File: src/logic/pd_cfg_pkg.sv
package pd_cfg_pkg;

   // ****************************************
   // register map and widths
   // ****************************************
   localparam int          REG_W          = 24;
   localparam int          ADDR_W         = 6;
   localparam int          FRAME_BITS     = 31;
   localparam logic [5:0]  REF_DIV_ADDR   = 6'h02;
   localparam logic [5:0]  FB_INT_ADDR    = 6'h03;
   localparam logic [5:0]  FB_FRAC_ADDR   = 6'h04;
   localparam logic [5:0]  PD_CTRL_ADDR   = 6'h0b;
   localparam logic [5:0]  OUT_DIV_ADDR   = 6'h10;
   localparam logic [5:0]  STATUS_ADDR    = 6'h11;

   // ****************************************
   // phase detector control fields
   // ****************************************
   localparam int          DEL_SEL_LSB    = 0;
   localparam int          UP_EN_BIT      = 5;
   localparam int          DN_EN_BIT      = 6;
   localparam int          SLIP_LSB       = 7;
   localparam int          PUMP_UP_BIT    = 9;
   localparam int          PUMP_DN_BIT    = 10;
   localparam logic [23:0] PD_CTRL_RST    = 24'h0f8061;

   // ****************************************
   // divider limits and resets
   // ****************************************
   localparam int          FRAC_W         = 24;
   localparam int          FB_INT_W       = 20;
   localparam logic [19:0] FB_INT_MIN     = 20'h00010;
   localparam logic [19:0] FB_INT_MAX     = 20'h803e7;
   localparam logic [19:0] FB_FRAC_MIN    = 20'h00014;
   localparam logic [19:0] FB_FRAC_MAX    = 20'h3b26c;
   localparam logic [23:0] REF_DIV_RST    = 24'h000001;
   localparam logic [23:0] FB_INT_RST     = 24'h000010;
   localparam logic [23:0] FB_FRAC_RST    = 24'h000000;
   localparam logic [23:0] OUT_DIV_RST    = 24'h000002;
   localparam int          REF_IN_MAX_MHZ = 350;
   localparam int          CMP_MAX_MHZ    = 100;

   // ****************************************
   // slip prevention thresholds
   // ****************************************
   localparam real         CLK_NS         = 20.0;
   localparam real         SLIP1_NS       = 5.4;
   localparam real         SLIP2_NS       = 14.4;
   localparam real         SLIP3_NS       = 24.1;
   localparam int          SLIP1_CYC      = (SLIP1_NS < CLK_NS) ? 1 : int'(SLIP1_NS / CLK_NS - 0.5);
   localparam int          SLIP2_CYC      = (SLIP2_NS < CLK_NS) ? 1 : int'(SLIP2_NS / CLK_NS - 0.5);
   localparam int          SLIP3_CYC      = (SLIP3_NS < CLK_NS) ? 1 : int'(SLIP3_NS / CLK_NS - 0.5);

   typedef enum logic [1:0] {SLIP_OFF, SLIP_LOW, SLIP_MID, SLIP_HIGH} slip_e;

endpackage

File: src/logic/serial_reg_port.sv
`timescale 1ns/100ps
module serial_reg_port
   import pd_cfg_pkg::*;
(
   input  wire logic                        clk_i,
   input  wire logic                        rst_n_i,
   input  wire logic                        sclk_i,
   input  wire logic                        sen_i,
   input  wire logic                        sdi_i,
   input  wire logic [pd_cfg_pkg::REG_W-1:0] rdata_i,
   output logic                             sdo_o,
   output logic                             sdo_oe_o,
   output logic                             wr_o,
   output logic [pd_cfg_pkg::ADDR_W-1:0]    addr_o,
   output logic [pd_cfg_pkg::REG_W-1:0]     wdata_o
);
   import pd_cfg_pkg::*;

   // ****************************************
   // frame shifter: rw, 6 address bits, 24 data bits, msb first
   // ****************************************
   logic [FRAME_BITS-1:0] sh_r,   sh_nxt;
   logic [4:0]            cnt_r,  cnt_nxt;
   logic                  sclk_r, sen_r;
   logic [REG_W-1:0]      out_r,  out_nxt;
   logic                  oe_r,   oe_nxt;
   logic                  wr_r,   wr_nxt;
   logic                  rise, fall;

   always_comb
   begin
      rise    = sen_i && sclk_i && !sclk_r;
      fall    = sen_i && !sclk_i && sclk_r;
      sh_nxt  = sh_r;
      cnt_nxt = cnt_r;
      out_nxt = out_r;
      oe_nxt  = oe_r;
      wr_nxt  = 1'b0;
      if (!sen_i)
      begin
         cnt_nxt = 5'h00;
         oe_nxt  = 1'b0;
         // a short or read frame never writes
         wr_nxt  = sen_r && (cnt_r == 5'(FRAME_BITS)) && !sh_r[FRAME_BITS-1];
      end
      else if (rise && cnt_r != 5'(FRAME_BITS))
      begin
         sh_nxt  = {sh_r[FRAME_BITS-2:0], sdi_i};
         cnt_nxt = cnt_r + 5'h01;
      end
      else if (fall && cnt_r == 5'(ADDR_W + 1) && sh_r[ADDR_W])
      begin
         out_nxt = rdata_i;
         oe_nxt  = 1'b1;
      end
      else if (fall && oe_r)
         out_nxt = {out_r[REG_W-2:0], 1'b0};
   end

   always_ff @(posedge clk_i or negedge rst_n_i)
   begin
      if (!rst_n_i)
      begin
         sh_r   <= '0;
         cnt_r  <= 5'h00;
         out_r  <= '0;
         oe_r   <= 1'b0;
         wr_r   <= 1'b0;
         sclk_r <= 1'b0;
         sen_r  <= 1'b0;
      end
      else
      begin
         sh_r   <= sh_nxt;
         cnt_r  <= cnt_nxt;
         out_r  <= out_nxt;
         oe_r   <= oe_nxt;
         wr_r   <= wr_nxt;
         sclk_r <= sclk_i;
         sen_r  <= sen_i;
      end
   end

   // address bits sit in the low part while reading, high part once the frame is full
   // the count clears with the strobe, so the strobe itself keeps the high part selected
   assign addr_o   = ((cnt_r == 5'(FRAME_BITS)) || wr_r) ? sh_r[FRAME_BITS-2 -: ADDR_W] : sh_r[ADDR_W-1:0];
   assign wdata_o  = sh_r[REG_W-1:0];
   assign wr_o     = wr_r;
   assign sdo_o    = out_r[REG_W-1];
   assign sdo_oe_o = oe_r;

endmodule

File: src/logic/pll_phase_detector_divider_config.sv
`timescale 1ns/100ps
// Overview of operation
// - bits [2:0] of the phase detector control register select the detector reset path delay, default one.
// - bit 5 enables the detector up output and resets to one.
// - bit 6 enables the detector down output and resets to one.
// - bits [8:7] select slip prevention off or a 5.4, 14.4 or 24.1 ns phase error threshold.
// - bit 9 forces the pump up output on for test and resets to zero.
// - bit 10 forces the pump down output on for test and resets to zero.
// - the reference divider takes up to 350 MHz and divides it to keep comparison below 100 MHz.
// - the feedback ratio is an integer register plus a fraction in the next register.
// - output over input frequency equals feedback ratio over reference ratio times output ratio.
// - the fraction is a 24-bit value in units of two to the minus twenty-fourth.
module pll_phase_detector_divider_config
   import pd_cfg_pkg::*;
#(
   parameter int REF_DIV_W = 14,
   parameter int OUT_DIV_W = 8
)
(
   input  wire logic                           sys_clk_i,
   input  wire logic                           rst_n_i,
   input  wire logic                           sclk_i,
   input  wire logic                           sen_i,
   input  wire logic                           sdi_i,
   output logic                                sdo_o,
   output logic                                sdo_oe_o,
   output logic [2:0]                          detector_reset_delay_select_o,
   output logic                                detector_up_output_enable_o,
   output logic                                detector_down_output_enable_o,
   output pd_cfg_pkg::slip_e                   slip_prevention_threshold_o,
   output logic [7:0]                          slip_threshold_cycles_o,
   output logic                                pump_up_force_on_o,
   output logic                                pump_down_force_on_o,
   output logic [REF_DIV_W-1:0]                reference_divide_ratio_o,
   output logic [pd_cfg_pkg::FB_INT_W+pd_cfg_pkg::FRAC_W-1:0] feedback_divide_ratio_o,
   output logic [OUT_DIV_W-1:0]                output_divide_ratio_o,
   output logic [REF_DIV_W+OUT_DIV_W-1:0]      gear_denominator_o,
   output logic                                feedback_range_error_o,
   output logic                                output_ratio_odd_o
);
   import pd_cfg_pkg::*;

   // ****************************************
   // reset release
   // ****************************************
   logic rst_s1_r, rst_s2_r, rst_n;

   always_ff @(posedge sys_clk_i or negedge rst_n_i)
   begin
      if (!rst_n_i)
      begin
         rst_s1_r <= 1'b0;
         rst_s2_r <= 1'b0;
      end
      else
      begin
         rst_s1_r <= 1'b1;
         rst_s2_r <= rst_s1_r;
      end
   end

   assign rst_n = rst_s2_r;

   // ****************************************
   // serial port
   // ****************************************
   logic              wr;
   logic [ADDR_W-1:0] addr;
   logic [REG_W-1:0]  wdata;
   logic [REG_W-1:0]  rdata_r, rdata_nxt;

   serial_reg_port u_port
   (
      .clk_i    (sys_clk_i),
      .rst_n_i  (rst_n),
      .sclk_i   (sclk_i),
      .sen_i    (sen_i),
      .sdi_i    (sdi_i),
      .rdata_i  (rdata_r),
      .sdo_o    (sdo_o),
      .sdo_oe_o (sdo_oe_o),
      .wr_o     (wr),
      .addr_o   (addr),
      .wdata_o  (wdata)
   );

   // ****************************************
   // register bank
   // ****************************************
   logic [REG_W-1:0] pd_r,   pd_nxt;
   logic [REG_W-1:0] ref_r,  ref_nxt;
   logic [REG_W-1:0] fbi_r,  fbi_nxt;
   logic [REG_W-1:0] fbf_r,  fbf_nxt;
   logic [REG_W-1:0] outd_r, outd_nxt;
   logic [7:0]       thr_nxt;
   logic             rng_err_nxt;

   localparam int SLIP_LOW_BIT = SLIP_LSB + 1;

   function automatic logic [7:0] slip_cycles(input logic [1:0] code);
      case (code)
         2'h1:    slip_cycles = 8'(SLIP1_CYC);
         2'h2:    slip_cycles = 8'(SLIP2_CYC);
         2'h3:    slip_cycles = 8'(SLIP3_CYC);
         default: slip_cycles = 8'h00;
      endcase
   endfunction

   always_comb
   begin
      pd_nxt   = pd_r;
      ref_nxt  = ref_r;
      fbi_nxt  = fbi_r;
      fbf_nxt  = fbf_r;
      outd_nxt = outd_r;
      if (wr)
      begin
         case (addr)
            PD_CTRL_ADDR: pd_nxt   = wdata;
            REF_DIV_ADDR: ref_nxt  = wdata;
            FB_INT_ADDR:  fbi_nxt  = wdata;
            FB_FRAC_ADDR: fbf_nxt  = wdata;
            OUT_DIV_ADDR: outd_nxt = wdata;
            default:      pd_nxt   = pd_r;
         endcase
      end
      case (addr)
         PD_CTRL_ADDR: rdata_nxt = pd_r;
         REF_DIV_ADDR: rdata_nxt = ref_r;
         FB_INT_ADDR:  rdata_nxt = fbi_r;
         FB_FRAC_ADDR: rdata_nxt = fbf_r;
         OUT_DIV_ADDR: rdata_nxt = outd_r;
         STATUS_ADDR:  rdata_nxt = {22'h000000, output_ratio_odd_o, feedback_range_error_o};
         default:      rdata_nxt = '0;
      endcase
      thr_nxt = slip_cycles(pd_r[SLIP_LOW_BIT:SLIP_LSB]);
      // fraction zero means integer mode; the limits differ by mode
      if (fbf_r == '0)
         rng_err_nxt = (fbi_r[FB_INT_W-1:0] < FB_INT_MIN) || (fbi_r[FB_INT_W-1:0] > FB_INT_MAX)
                       || (fbi_r[REG_W-1:FB_INT_W] != '0);
      else
         rng_err_nxt = (fbi_r[FB_INT_W-1:0] < FB_FRAC_MIN) || (fbi_r[FB_INT_W-1:0] >= FB_FRAC_MAX)
                       || (fbi_r[REG_W-1:FB_INT_W] != '0);
   end

   always_ff @(posedge sys_clk_i or negedge rst_n)
   begin
      if (!rst_n)
      begin
         pd_r    <= PD_CTRL_RST;
         ref_r   <= REF_DIV_RST;
         fbi_r   <= FB_INT_RST;
         fbf_r   <= FB_FRAC_RST;
         outd_r  <= OUT_DIV_RST;
         rdata_r <= '0;
         slip_threshold_cycles_o <= 8'h00;
         feedback_range_error_o  <= 1'b0;
      end
      else
      begin
         pd_r    <= pd_nxt;
         ref_r   <= ref_nxt;
         fbi_r   <= fbi_nxt;
         fbf_r   <= fbf_nxt;
         outd_r  <= outd_nxt;
         rdata_r <= rdata_nxt;
         slip_threshold_cycles_o <= thr_nxt;
         feedback_range_error_o  <= rng_err_nxt;
      end
   end

   // ****************************************
   // field outputs, registered copies plus the registered gear product
   // ****************************************
   always_ff @(posedge sys_clk_i or negedge rst_n)
   begin
      if (!rst_n)
      begin
         detector_reset_delay_select_o <= PD_CTRL_RST[DEL_SEL_LSB +: 3];
         detector_up_output_enable_o   <= PD_CTRL_RST[UP_EN_BIT];
         detector_down_output_enable_o <= PD_CTRL_RST[DN_EN_BIT];
         slip_prevention_threshold_o   <= SLIP_OFF;
         pump_up_force_on_o            <= PD_CTRL_RST[PUMP_UP_BIT];
         pump_down_force_on_o          <= PD_CTRL_RST[PUMP_DN_BIT];
         reference_divide_ratio_o      <= REF_DIV_RST[REF_DIV_W-1:0];
         feedback_divide_ratio_o       <= {FB_INT_RST[FB_INT_W-1:0], FB_FRAC_RST};
         output_divide_ratio_o         <= OUT_DIV_RST[OUT_DIV_W-1:0];
         gear_denominator_o            <= '0;
         output_ratio_odd_o            <= 1'b0;
      end
      else
      begin
         detector_reset_delay_select_o <= pd_r[DEL_SEL_LSB +: 3];
         detector_up_output_enable_o   <= pd_r[UP_EN_BIT];
         detector_down_output_enable_o <= pd_r[DN_EN_BIT];
         slip_prevention_threshold_o   <= slip_e'(pd_r[SLIP_LOW_BIT:SLIP_LSB]);
         pump_up_force_on_o            <= pd_r[PUMP_UP_BIT];
         pump_down_force_on_o          <= pd_r[PUMP_DN_BIT];
         reference_divide_ratio_o      <= ref_r[REF_DIV_W-1:0];
         feedback_divide_ratio_o       <= {fbi_r[FB_INT_W-1:0], fbf_r[FRAC_W-1:0]};
         output_divide_ratio_o         <= outd_r[OUT_DIV_W-1:0];
         // product is the ratio denominator; numerator is the feedback ratio
         gear_denominator_o            <= ref_r[REF_DIV_W-1:0] * outd_r[OUT_DIV_W-1:0];
         output_ratio_odd_o            <= outd_r[0];
      end
   end

   // ****************************************
   // checks
   // ****************************************
   property p_del_sel;
      @(posedge sys_clk_i) disable iff (!rst_n)
      (wr && addr == PD_CTRL_ADDR) |-> ##2 detector_reset_delay_select_o == $past(wdata[2:0], 2);
   endproperty
   a_del_sel: assert property (p_del_sel) else $error("delay select not updated");

   property p_up_en;
      @(posedge sys_clk_i) disable iff (!rst_n)
      (wr && addr == PD_CTRL_ADDR) |-> ##2 detector_up_output_enable_o == $past(wdata[UP_EN_BIT], 2);
   endproperty
   a_up_en: assert property (p_up_en) else $error("up enable mismatch");

   property p_dn_en;
      @(posedge sys_clk_i) disable iff (!rst_n)
      (wr && addr == PD_CTRL_ADDR) |-> ##2 detector_down_output_enable_o == $past(wdata[DN_EN_BIT], 2);
   endproperty
   a_dn_en: assert property (p_dn_en) else $error("down enable not updated");

   property p_slip;
      @(posedge sys_clk_i) disable iff (!rst_n)
      (pd_r[SLIP_LOW_BIT:SLIP_LSB] == 2'h0) [*2] |-> slip_threshold_cycles_o == 8'h00;
   endproperty
   a_slip: assert property (p_slip) else $error("slip threshold active while off");

   property p_pump_up;
      @(posedge sys_clk_i) disable iff (!rst_n)
      $rose(pd_r[PUMP_UP_BIT]) |=> pump_up_force_on_o;
   endproperty
   a_pump_up: assert property (p_pump_up) else $error("pump up force lost");

   property p_pump_dn;
      @(posedge sys_clk_i) disable iff (!rst_n)
      $fell(pd_r[PUMP_DN_BIT]) |=> !pump_down_force_on_o;
   endproperty
   a_pump_dn: assert property (p_pump_dn) else $error("pump down force stuck");

   property p_fb_ratio;
      @(posedge sys_clk_i) disable iff (!rst_n)
      (wr && addr == FB_FRAC_ADDR) |-> ##2 feedback_divide_ratio_o[FRAC_W-1:0] == $past(wdata, 2);
   endproperty
   a_fb_ratio: assert property (p_fb_ratio) else $error("fraction not applied");

   property p_gear;
      @(posedge sys_clk_i) disable iff (!rst_n)
      // reset value is zero, not the product, so skip the edge of release
      rst_n && $stable(ref_r) && $stable(outd_r) |=>
         gear_denominator_o == 22'($past(ref_r[REF_DIV_W-1:0])) * 22'($past(outd_r[OUT_DIV_W-1:0]));
   endproperty
   a_gear: assert property (p_gear) else $error("gear denominator wrong");

endmodule

File: config.mk
export PLATFORM = sky130hd
export DESIGN_NAME = pll_phase_detector_divider_config
export DESIGN_NICKNAME = d
export VERILOG_FILES = /design/src/logic/pd_cfg_pkg.sv /design/src/logic/serial_reg_port.sv /design/src/logic/pll_phase_detector_divider_config.sv
export SDC_FILE = /design/constraint.sdc
export NUM_CORES = 1
export LEC_CHECK = 0
export BUFFER_PORTS_ARGS = -buffer_cell sky130_fd_sc_hd__buf_4
export CAP_MARGIN = 20
export CORE_MARGIN = 5
export CORE_UTILIZATION = 61
export DETAILED_ROUTE_END_ITERATION = 8
export PLACE_DENSITY = 0.81
export SLEW_MARGIN = 40
export SYNTH_ARGS = -nofsm -noshare
export SYNTH_HDL_FRONTEND = slang
export SYNTH_HIERARCHICAL = 1
export SYNTH_SLANG_ARGS = --single-unit
File: constraint.sdc
create_clock -name sys_clk_i -period 10.2 [get_ports sys_clk_i]
set_input_delay 2.55 -clock sys_clk_i [delete_from_list [all_inputs] [get_ports sys_clk_i]]
set_output_delay 2.55 -clock sys_clk_i [all_outputs]
set_load 0.005 [all_outputs]
==> summary.txt, run 1 <==
Outcome
  – Status: finished, final reports clean

Route
  – M1 wire length: between 10 and 15 mm
  – Routed via count: 10100
  – Met3 wire length: about 2.6 mm
  – Vias per cell: 5.94
  – Drt first pass iters: 9
  – Iter 0 DRT Violations: roughly 980
  – Post-route DRC: 0
  – DR WL met2: ~17 mm
  – Wire per inst: ~21 µm
  – Top layer used by detailed routing: met4
  – WL final: around 36 mm
  – Routed Antenna Nets: 0

Pwr
  – Internal: 2010 µW
  – Comb power frac: 0.038
  – Switch share: 0.227
  – Flop pwr share: 0.485
  – Peak supply drop: ~120 µV
  – P_leak: roughly 0.009 µW
  – Tot Pwr: roughly 2600 µW
  – Clock network power share: 0.477
  – Power Density: approximately 150 nW/µm²
  – Switch Pwr: ~590 µW

Synth
  – Mapped Area: roughly 15000 µm²
  – Register area share after synthesis: 0.507
  – Distinct cells, synth: 67
  – Average cell area after synthesis: around 12 µm²
  – Ys flop type: dfrtp_1
  – Flops & latches, synth: 309
  – Synth Instances: roughly 1300
  – Syn. warnings: 6
  – Fraction of registers with async set/reset: 1.00
  – Post-synth EDFFs: 0

Global route
  – First-pass GRT wire length: a little under 60 mm
  – Overall routing resource usage: 0.259
  – Initial antenna violation count: 1
  – Remaining Overflow, GRT: 0
  – Vias in the first global route: 10800
  – Largest net degree at the start of global routing: just under 90

Clocking
  – Hold_buf cts: 0
  – Setup Buffers After CTS: 0
  – Longest Clk Path Bufs: 3
  – Htree depth: 2
  – Root buf cell: clkbuf_16
  – Post-CTS Resized: 0
  – CTS tree: done
  – Clock-pin transition on the worst setup and hold timing paths: around 60 ps
  – Clk sinks: ~300
  – Worst-skew pair later-pin latency: roughly 500 ps
  – CTS buffer count: 34

Cells and area
  – Final std cells w/o fill: 1697
  – Final #Nets: between 1000 and 1500
  – Most flops, register: feedback_divide_ratio_o
  – Max FFs per register: 44
  – Biggest regs: feedback_divide_ratio_o (44), u_port/sh_r (31)
  – Filler cells: roughly 1700
  – Ratio of cells with drive above 1 in the final layout: 0.242
  – Area grow syn2layout: 13.2%

Worst hold path
  – HP Class: reg -> async

Die
  – Die W: approximately 170 µm
  – Core area: 24900 µm²
  – Starting Density: 0.614
  – Die Area: around 28000 µm²
  – Chip height: around 170 µm
  – Site Rows: between 50 and 60
  – I/O Pins: between 100 and 150

Timing
  – RSZ-0062 raised after global routing: false
  – Setup Skew: between 15 and 20 ps
  – FMAX: 202 MHz
  – Tcrit/Tclk final: 0.485
  – Hold Vio Cnt, Final: 0
  – Max Slew Vio Count: 0
  – Worst-margin pin slew: around 830 ps
  – Final setup TNS: 0 ps
  – Relative slew slack: 0.446
  – Setup violators final: 0
  – Period minus WS final: roughly 5000 ps

Setup path
  – Kind of critical path: reg -> reg
  – CP Launch Type: flop
  – Critical Path RT: between 10000 and 15000 ps
  – Crit. End Element: flop
  – CP Max Fanout: 17
  – CP arrival: 5340 ps

Placed design
  – Placed insts: 1638
  – GPL Wtd Cong: between 0.8 and 0.9
  – Detail Placement HPWL: 23.9 mm
  – Port bufs: roughly 110

Job
  – Max-Cap Viols: 0
-- metrics by stage --
stage / area (µm²) / setup WS (ps) / hold slack (ps) / util
2_1_floorplan: 15300 / 980 / 331 / -
6_report: 17300 / 5250 / 222 / 0.695
3_3_place_gp: 16100 / 5360 / 336 / 0.647
4_1_cts: 17300 / 5220 / 236 / 0.695
3_5_place_dp: 16200 / 5260 / 232 / 0.649
5_1_grt: 17300 / 4940 / 250 / 0.695
-- synthesized netlist by cell type (all sizes together), types with 2 or more instances --
| cell | instances | area (µm²) |
|---|---|---|
| a211o | 3 | 26.3 |
| a211oi | 2 | 15.0 |
| a21boi | 2 | 15.0 |
| a21o | 10 | 75.1 |
| a21oi | 22 | 110 |
| a222oi | 45 | 450 |
| a22oi | 28 | 210 |
| a31oi | 2 | 12.5 |
| and2 | 88 | 553 |
| and3 | 4 | 25.0 |
| and4 | 3 | 26.3 |
| and4b | 2 | 20.0 |
| buf | 50 | 365 |
| clkbuf | 41 | 154 |
| conb | 2 | 7.51 |
| dfrtp | 292 | 7310 |
| dfstp | 17 | 447 |
| fa | 72 | 1440 |
| ha | 44 | 551 |
| inv | 138 | 518 |
| mux2 | 126 | 1490 |
| nand2 | 156 | 593 |
| nand2b | 4 | 25.0 |
| nand3 | 15 | 75.1 |
| nand4 | 2 | 12.5 |
| nor2 | 14 | 55.1 |
| nor2b | 2 | 12.5 |
| nor3 | 8 | 45.0 |
| nor4 | 10 | 62.6 |
| nor4b | 4 | 80.1 |
| nor4bb | 2 | 20.0 |
| o211ai | 4 | 30.0 |
| o21a | 3 | 22.5 |
| o21ai | 13 | 65.1 |
| o221ai | 2 | 17.5 |
| o31ai | 2 | 15.0 |
| or2 | 2 | 12.5 |
| or3 | 3 | 18.8 |
| xnor2 | 11 | 96.3 |
| xor2 | 4 | 35.0 |
-- power by group through the flow --
stage	sequential (µW)	combinational [µW]	clock [µW]
3_3_place_gp	1290	86.5	0
5_1_grt	1260	108	1310
2_1_floorplan	1280	70.1	0
4_1_cts	1260	99.4	1260
3_5_place_dp	1280	96.6	0
6_report	1260	99.7	1240
-- critical path: stages (launching register included) --
cell and delay [ps]:
dfrtp_1 640, nand2_1 160, fa_1 530, fa_1 540
inv_1 50, fa_1 530, inv_1 50, fa_1 520
inv_1 40, ha_1 340, a21o_1 220, a211oi_1 390
o221ai_1 270, and4_1 250, nor4_1 280
-- kinds of logic (layout without fill, tap and decap cells) --
| group | after synthesis | in the layout | share of synthesized area |
|---|---|---|---|
| other | 2 | 9 | 0.000491 |
| buffers and inverters | 229 | 317 | 0.0679 |
| and+or+nand+nor | 327 | 327 | 0.112 |
| muxes | 126 | 126 | 0.0977 |
| xor gates and xnor gates | 15 | 15 | 0.00859 |
| adders and majority gates | 116 | 116 | 0.130 |
| DFF | 309 | 309 | 0.507 |
| AOI/OAI and AO/OA | 148 | 148 | 0.0756 |
-- final timing paths --
check | start | endpoint | slack, ps | cells past startpoint
worst max-delay path | outd_r[7]$_DFFE_PN0P_ | gear_denominator_o[20]$_DFF_PN0_ | 5250 | 14
worst min-delay path | rst_n$_DFF_PN0_ | slip_prevention_threshold_o[0]$_DFF_PN0_ | 220 | 0
worst max register to register | outd_r[7]$_DFFE_PN0P_ | gear_denominator_o[20]$_DFF_PN0_ | 5250 | 14
worst min register to register | rst_n$_DFF_PN0_ | slip_prevention_threshold_o[0]$_DFF_PN0_ | 220 | 0
max in group asynchronous | rst_n_i | rst_n$_DFF_PN0_ | 8290 | 1
min in group sys_clk_i | rst_s1_r$_DFF_PN0_ | rst_n$_DFF_PN0_ | 350 | 0
-- per-layer routing --
layer,GRT usage,up-vias
met5,0,-
met3,0.0427,101
met2,0.421,448
li1,-,4411
met4,0.105,0
met1,0.351,5118
-- cell usage in the layout (no fill, tap or decap), types with 3 or more instances in the layout --
cell type / Yosys / layout
dfrtp_1: 292 / 291
nand2_1: 153 / 153
inv_1: 138 / 138
buf_4: 32 / 116
mux2_2: 106 / 106
and2_1: 87 / 87
fa_1: 72 / 72
a222oi_1: 45 / 45
ha_1: 44 / 44
clkbuf_16: 0 / 34
a22oi_1: 28 / 28
a21oi_1: 22 / 22
mux2_4: 20 / 20
dfstp_2: 17 / 17
nand3_1: 15 / 15
nor2_1: 13 / 13
o21ai_0: 13 / 13
xnor2_1: 11 / 11
a21o_1: 10 / 10
nor4_1: 10 / 10
conb_1: 2 / 8
nor3_1: 7 / 7
clkbuf_1: 41 / 7
clkbuf_8: 0 / 5
nand2b_1: 4 / 4
o211ai_1: 4 / 4
xor2_1: 4 / 4
and3_1: 4 / 4
bufinv_16: 0 / 4
a211o_1: 3 / 3
or3_1: 3 / 3
nor4b_4: 3 / 3
and4_1: 3 / 3
clkinvlp_4: 0 / 3
-- area by class of cell --
type	instances	area (µm²)	area share
diodes	1	2.50	0.000145
clock inverters	13	198	0.0114
repair buffers	121	947	0.0547
multi-input cells	740	6540	0.378
flip-flops and latches	309	7760	0.448
inverters	138	518	0.0299
well taps	330	413	0.0239
clock buffers	45	932	0.0539
(Power assumes the default switching activity.)
==> run 2: changes to the inputs <==
==> constraint.sdc (replaced) <==
create_clock -name sys_clk_i -period 4.8 [get_ports sys_clk_i]
set_input_delay 1.2 -clock sys_clk_i [delete_from_list [all_inputs] [get_ports sys_clk_i]]
set_output_delay 1.2 -clock sys_clk_i [all_outputs]
set_load 0.005 [all_outputs]
==> summary.txt, run 2 (same netlist as run 1, synthesis figures left out) <==
Outcome
  – Status: finished, final reports clean

Global route
  – Met1 Use GR: 0.341 (-0.0104)
  – Overall routing resource usage: 0.247 (-0.0115)
  – Vias in the first global route: 10500 (-3.0%)
  – Largest net degree at the start of global routing: 134 (+54%)
  – First-pass GRT wire length: 56.7 mm (-3.0%)
  – M2 GR Usage: 0.415 (-0.00559)
  – Met3 global-route usage: 0.0376 (-0.00517)
  – Initial antenna violation count: 0 (-1)
  – Busiest grt layer: met2
  – Remaining Overflow, GRT: 0 (unchanged)

Setup path
  – Crit. End Element: flop
  – Crit path cell chain: and2_1 -> fa_1 -> fa_1 -> fa_1 -> inv_1 -> fa_1 -> inv_1 -> ha_1 -> a21o_1 -> a211oi_2 -> o221ai_1 -> and4_1 -> nor4_1
  – Most common cell on crit path: fa_1
  – Kind of critical path: reg -> reg
  – Slowest-stage cell, CP: fa_1
  – CP Launch Type: flop
  – Worst path bufs/invs: 2 (-1)
  – Max incr delay on CP: 550 ps (-90 ps)
  – CP Max Fanout: 11 (-6)
  – Top Family by Delay on Critical Path: adder cells
  – CP arrival: 5070 ps (-270 ps)
  – Critical Path RT: 5250 ps (-5340 ps)

Timing
  – Period minus WS final: 4620 ps (-328 ps)
  – Hold Vio Cnt, Final: 0 (unchanged)
  – Setup Skew: 13.8 ps (-2.15 ps)
  – RSZ-0062 raised after global routing: true
  – Relative slew slack: 0.452 (+0.00535)
  – Worst-margin pin slew: 820 ps (-7.99 ps)
  – FMAX: 216 MHz (+7.1%)
  – Setup violators final: 0 (unchanged)
  – Tcrit/Tclk final: 0.963 (+0.478)
  – Final worst slack: 178 ps (-5070 ps)
  – Max Slew Vio Count: 0 (unchanged)

Clocking
  – Clk sinks: 309 (unchanged)
  – Root buf cell: clkbuf_16
  – Htree depth: 1 (-1)
  – Hold_buf cts: 0 (unchanged)
  – Longest Clk Path Bufs: 3 (unchanged)
  – CTS buffer count: 31 (-8.8%)
  – Worst-skew pair later-pin latency: 560 ps (+50 ps)
  – Clock-pin transition on the worst setup and hold timing paths: 60 ps (about the same)
  – CTS tree: done

Die
  – Chip height: 168 µm (unchanged)
  – Die Area: 28300 µm² (unchanged)
  – I/O Pins: 114 (unchanged)
  – Core area: 24900 µm² (unchanged)
  – Site Rows: 58 (unchanged)
  – Starting Density: 0.614 (unchanged)
  – Die W: 168 µm (unchanged)

Job
  – Max-Cap Viols: 0 (unchanged)

Cells and area
  – Commonest non-fill, non-tap cell in the layout: dfrtp_1
  – Multi-input gate area: 6550 µm² (+0.25%)
  – Filler cells: 1688 (-2.9%)
  – Final #Nets: 1470 (+0.34%)
  – Ratio of cells with drive above 1 in the final layout: 0.258 (+0.0161)
  – Final core area utilization: 0.697 (+0.00136)
  – Most flops, register: feedback_divide_ratio_o
  – Max FFs per register: 44 (unchanged)
  – Biggest regs: feedback_divide_ratio_o (44), u_port/sh_r (31)
  – Area grow syn2layout: 13.4%
  – Final std cells w/o fill: 1704 (+0.41%)
  – Register area: 7770 µm² (+0.18%)
  – Ant diodes: 0 (-1)
  – Most frequent cells in the layout: dfrtp_1, nand2_1, inv_1

Route
  – WL final: 35.1 mm (-1.9%)
  – Iter 0 DRT Violations: 1233 (+26%)
  – Post-route DRC: 0 (unchanged)
  – Routed via count: 10100 (-0.19%)
  – Drt first pass iters: 9 (unchanged)
  – Wire per inst: 20.6 µm (-2.3%)
  – Vias per cell: 5.90 (-0.60%)
  – Routed Antenna Nets: 0 (unchanged)

Placed design
  – Placed insts: 1645 (+0.43%)
  – Pre-CTS setup slack: -73.7 ps (-5330 ps)
  – Detail Placement HPWL: 23.4 mm (-2.1%)
  – Port bufs: 106 (unchanged)
  – GPL Wtd Cong: 0.916 (+2.8%)

Pwr
  – Power Density: 311 nW/µm² (+110%)
  – P_leak: 0.00911 µW (about the same)
  – Peak supply drop: 284 µV (+130%)

Worst hold path
  – HP Class: reg -> async
==> run 2: routing by layer <==
layer  vias up  routed length (µm)
li1       4402                   -
met2       467               17300
met4         0                 991
met5         -                   0
met1      5102               14100
met3        88                2630
==> run 2: area by class of cell <==
class	count	share of cell area
timing repair buffer	129	0.0580
clock inverter	14	0.0105
multi-input combinational	740	0.378
sequential	309	0.448
tap	330	0.0238
inverter	138	0.0299
clock buffer	44	0.0516
==> run 2: final timing paths <==
path                       slack [ps]            startpoint  cells after the start                                    to
max                               180  ref_r[6]$_DFFE_PN0P_                     13      gear_denominator_o[20]$_DFF_PN0_
min                               240       rst_n$_DFF_PN0_                      0  slip_threshold_cycles_o[0]$_DFF_PN0_
max reg2reg                       180  ref_r[6]$_DFFE_PN0P_                     13      gear_denominator_o[20]$_DFF_PN0_
min reg2reg                       240       rst_n$_DFF_PN0_                      0  slip_threshold_cycles_o[0]$_DFF_PN0_
max in group asynchronous        3510       rst_n$_DFF_PN0_                      1                  ref_r[1]$_DFFE_PN0P_
min in group sys_clk_i            360    rst_s1_r$_DFF_PN0_                      0                       rst_n$_DFF_PN0_
==> run 2: worst reg2reg max path, cell delays in order (launching register included) <==
cell,delay [ps]
dfrtp_1,510
and2_1,240
fa_1,530
fa_1,450
fa_1,550
inv_1,60
fa_1,520
inv_1,40
ha_1,370
a21o_1,220
a211oi_2,300
o221ai_1,230
and4_1,240
nor4_1,260
==> run 2: stage by stage <==
step | hold WS (ps) | TNS, ps | total power, µW | instance area, µm²
finish | 235 | 0 | 5390 | 17300
global route | 270 | -23.7 | 5560 | 17300
CTS | 367 | 0 | 5420 | 17300
detailed placement | 346 | -73.7 | 2930 | 16200
global placement | 339 | 0 | 2920 | 16200
floorplan | 331 | 0 | 2870 | 15300
==> run 2: what timing repair did <==
| action | in CTS | in global routing |
|---|---|---|
| buffers inserted | 0 | 0 |
| resized for setup | 3 | 13 |
| pin swaps | 0 | 0 |
| setup endpoints to repair | 1 | 4 |
==> run 2: power breakdown <==
group / switching (µW) / internal [µW] / leakage (µW) / total [µW]
combinational: 152 / 52.4 / 0.00450 / 205
sequential: 59.0 / 2630 / 0.00409 / 2680
clock: 993 / 1510 / 0.000528 / 2500
total: 1200 / 4190 / 0.00911 / 5390
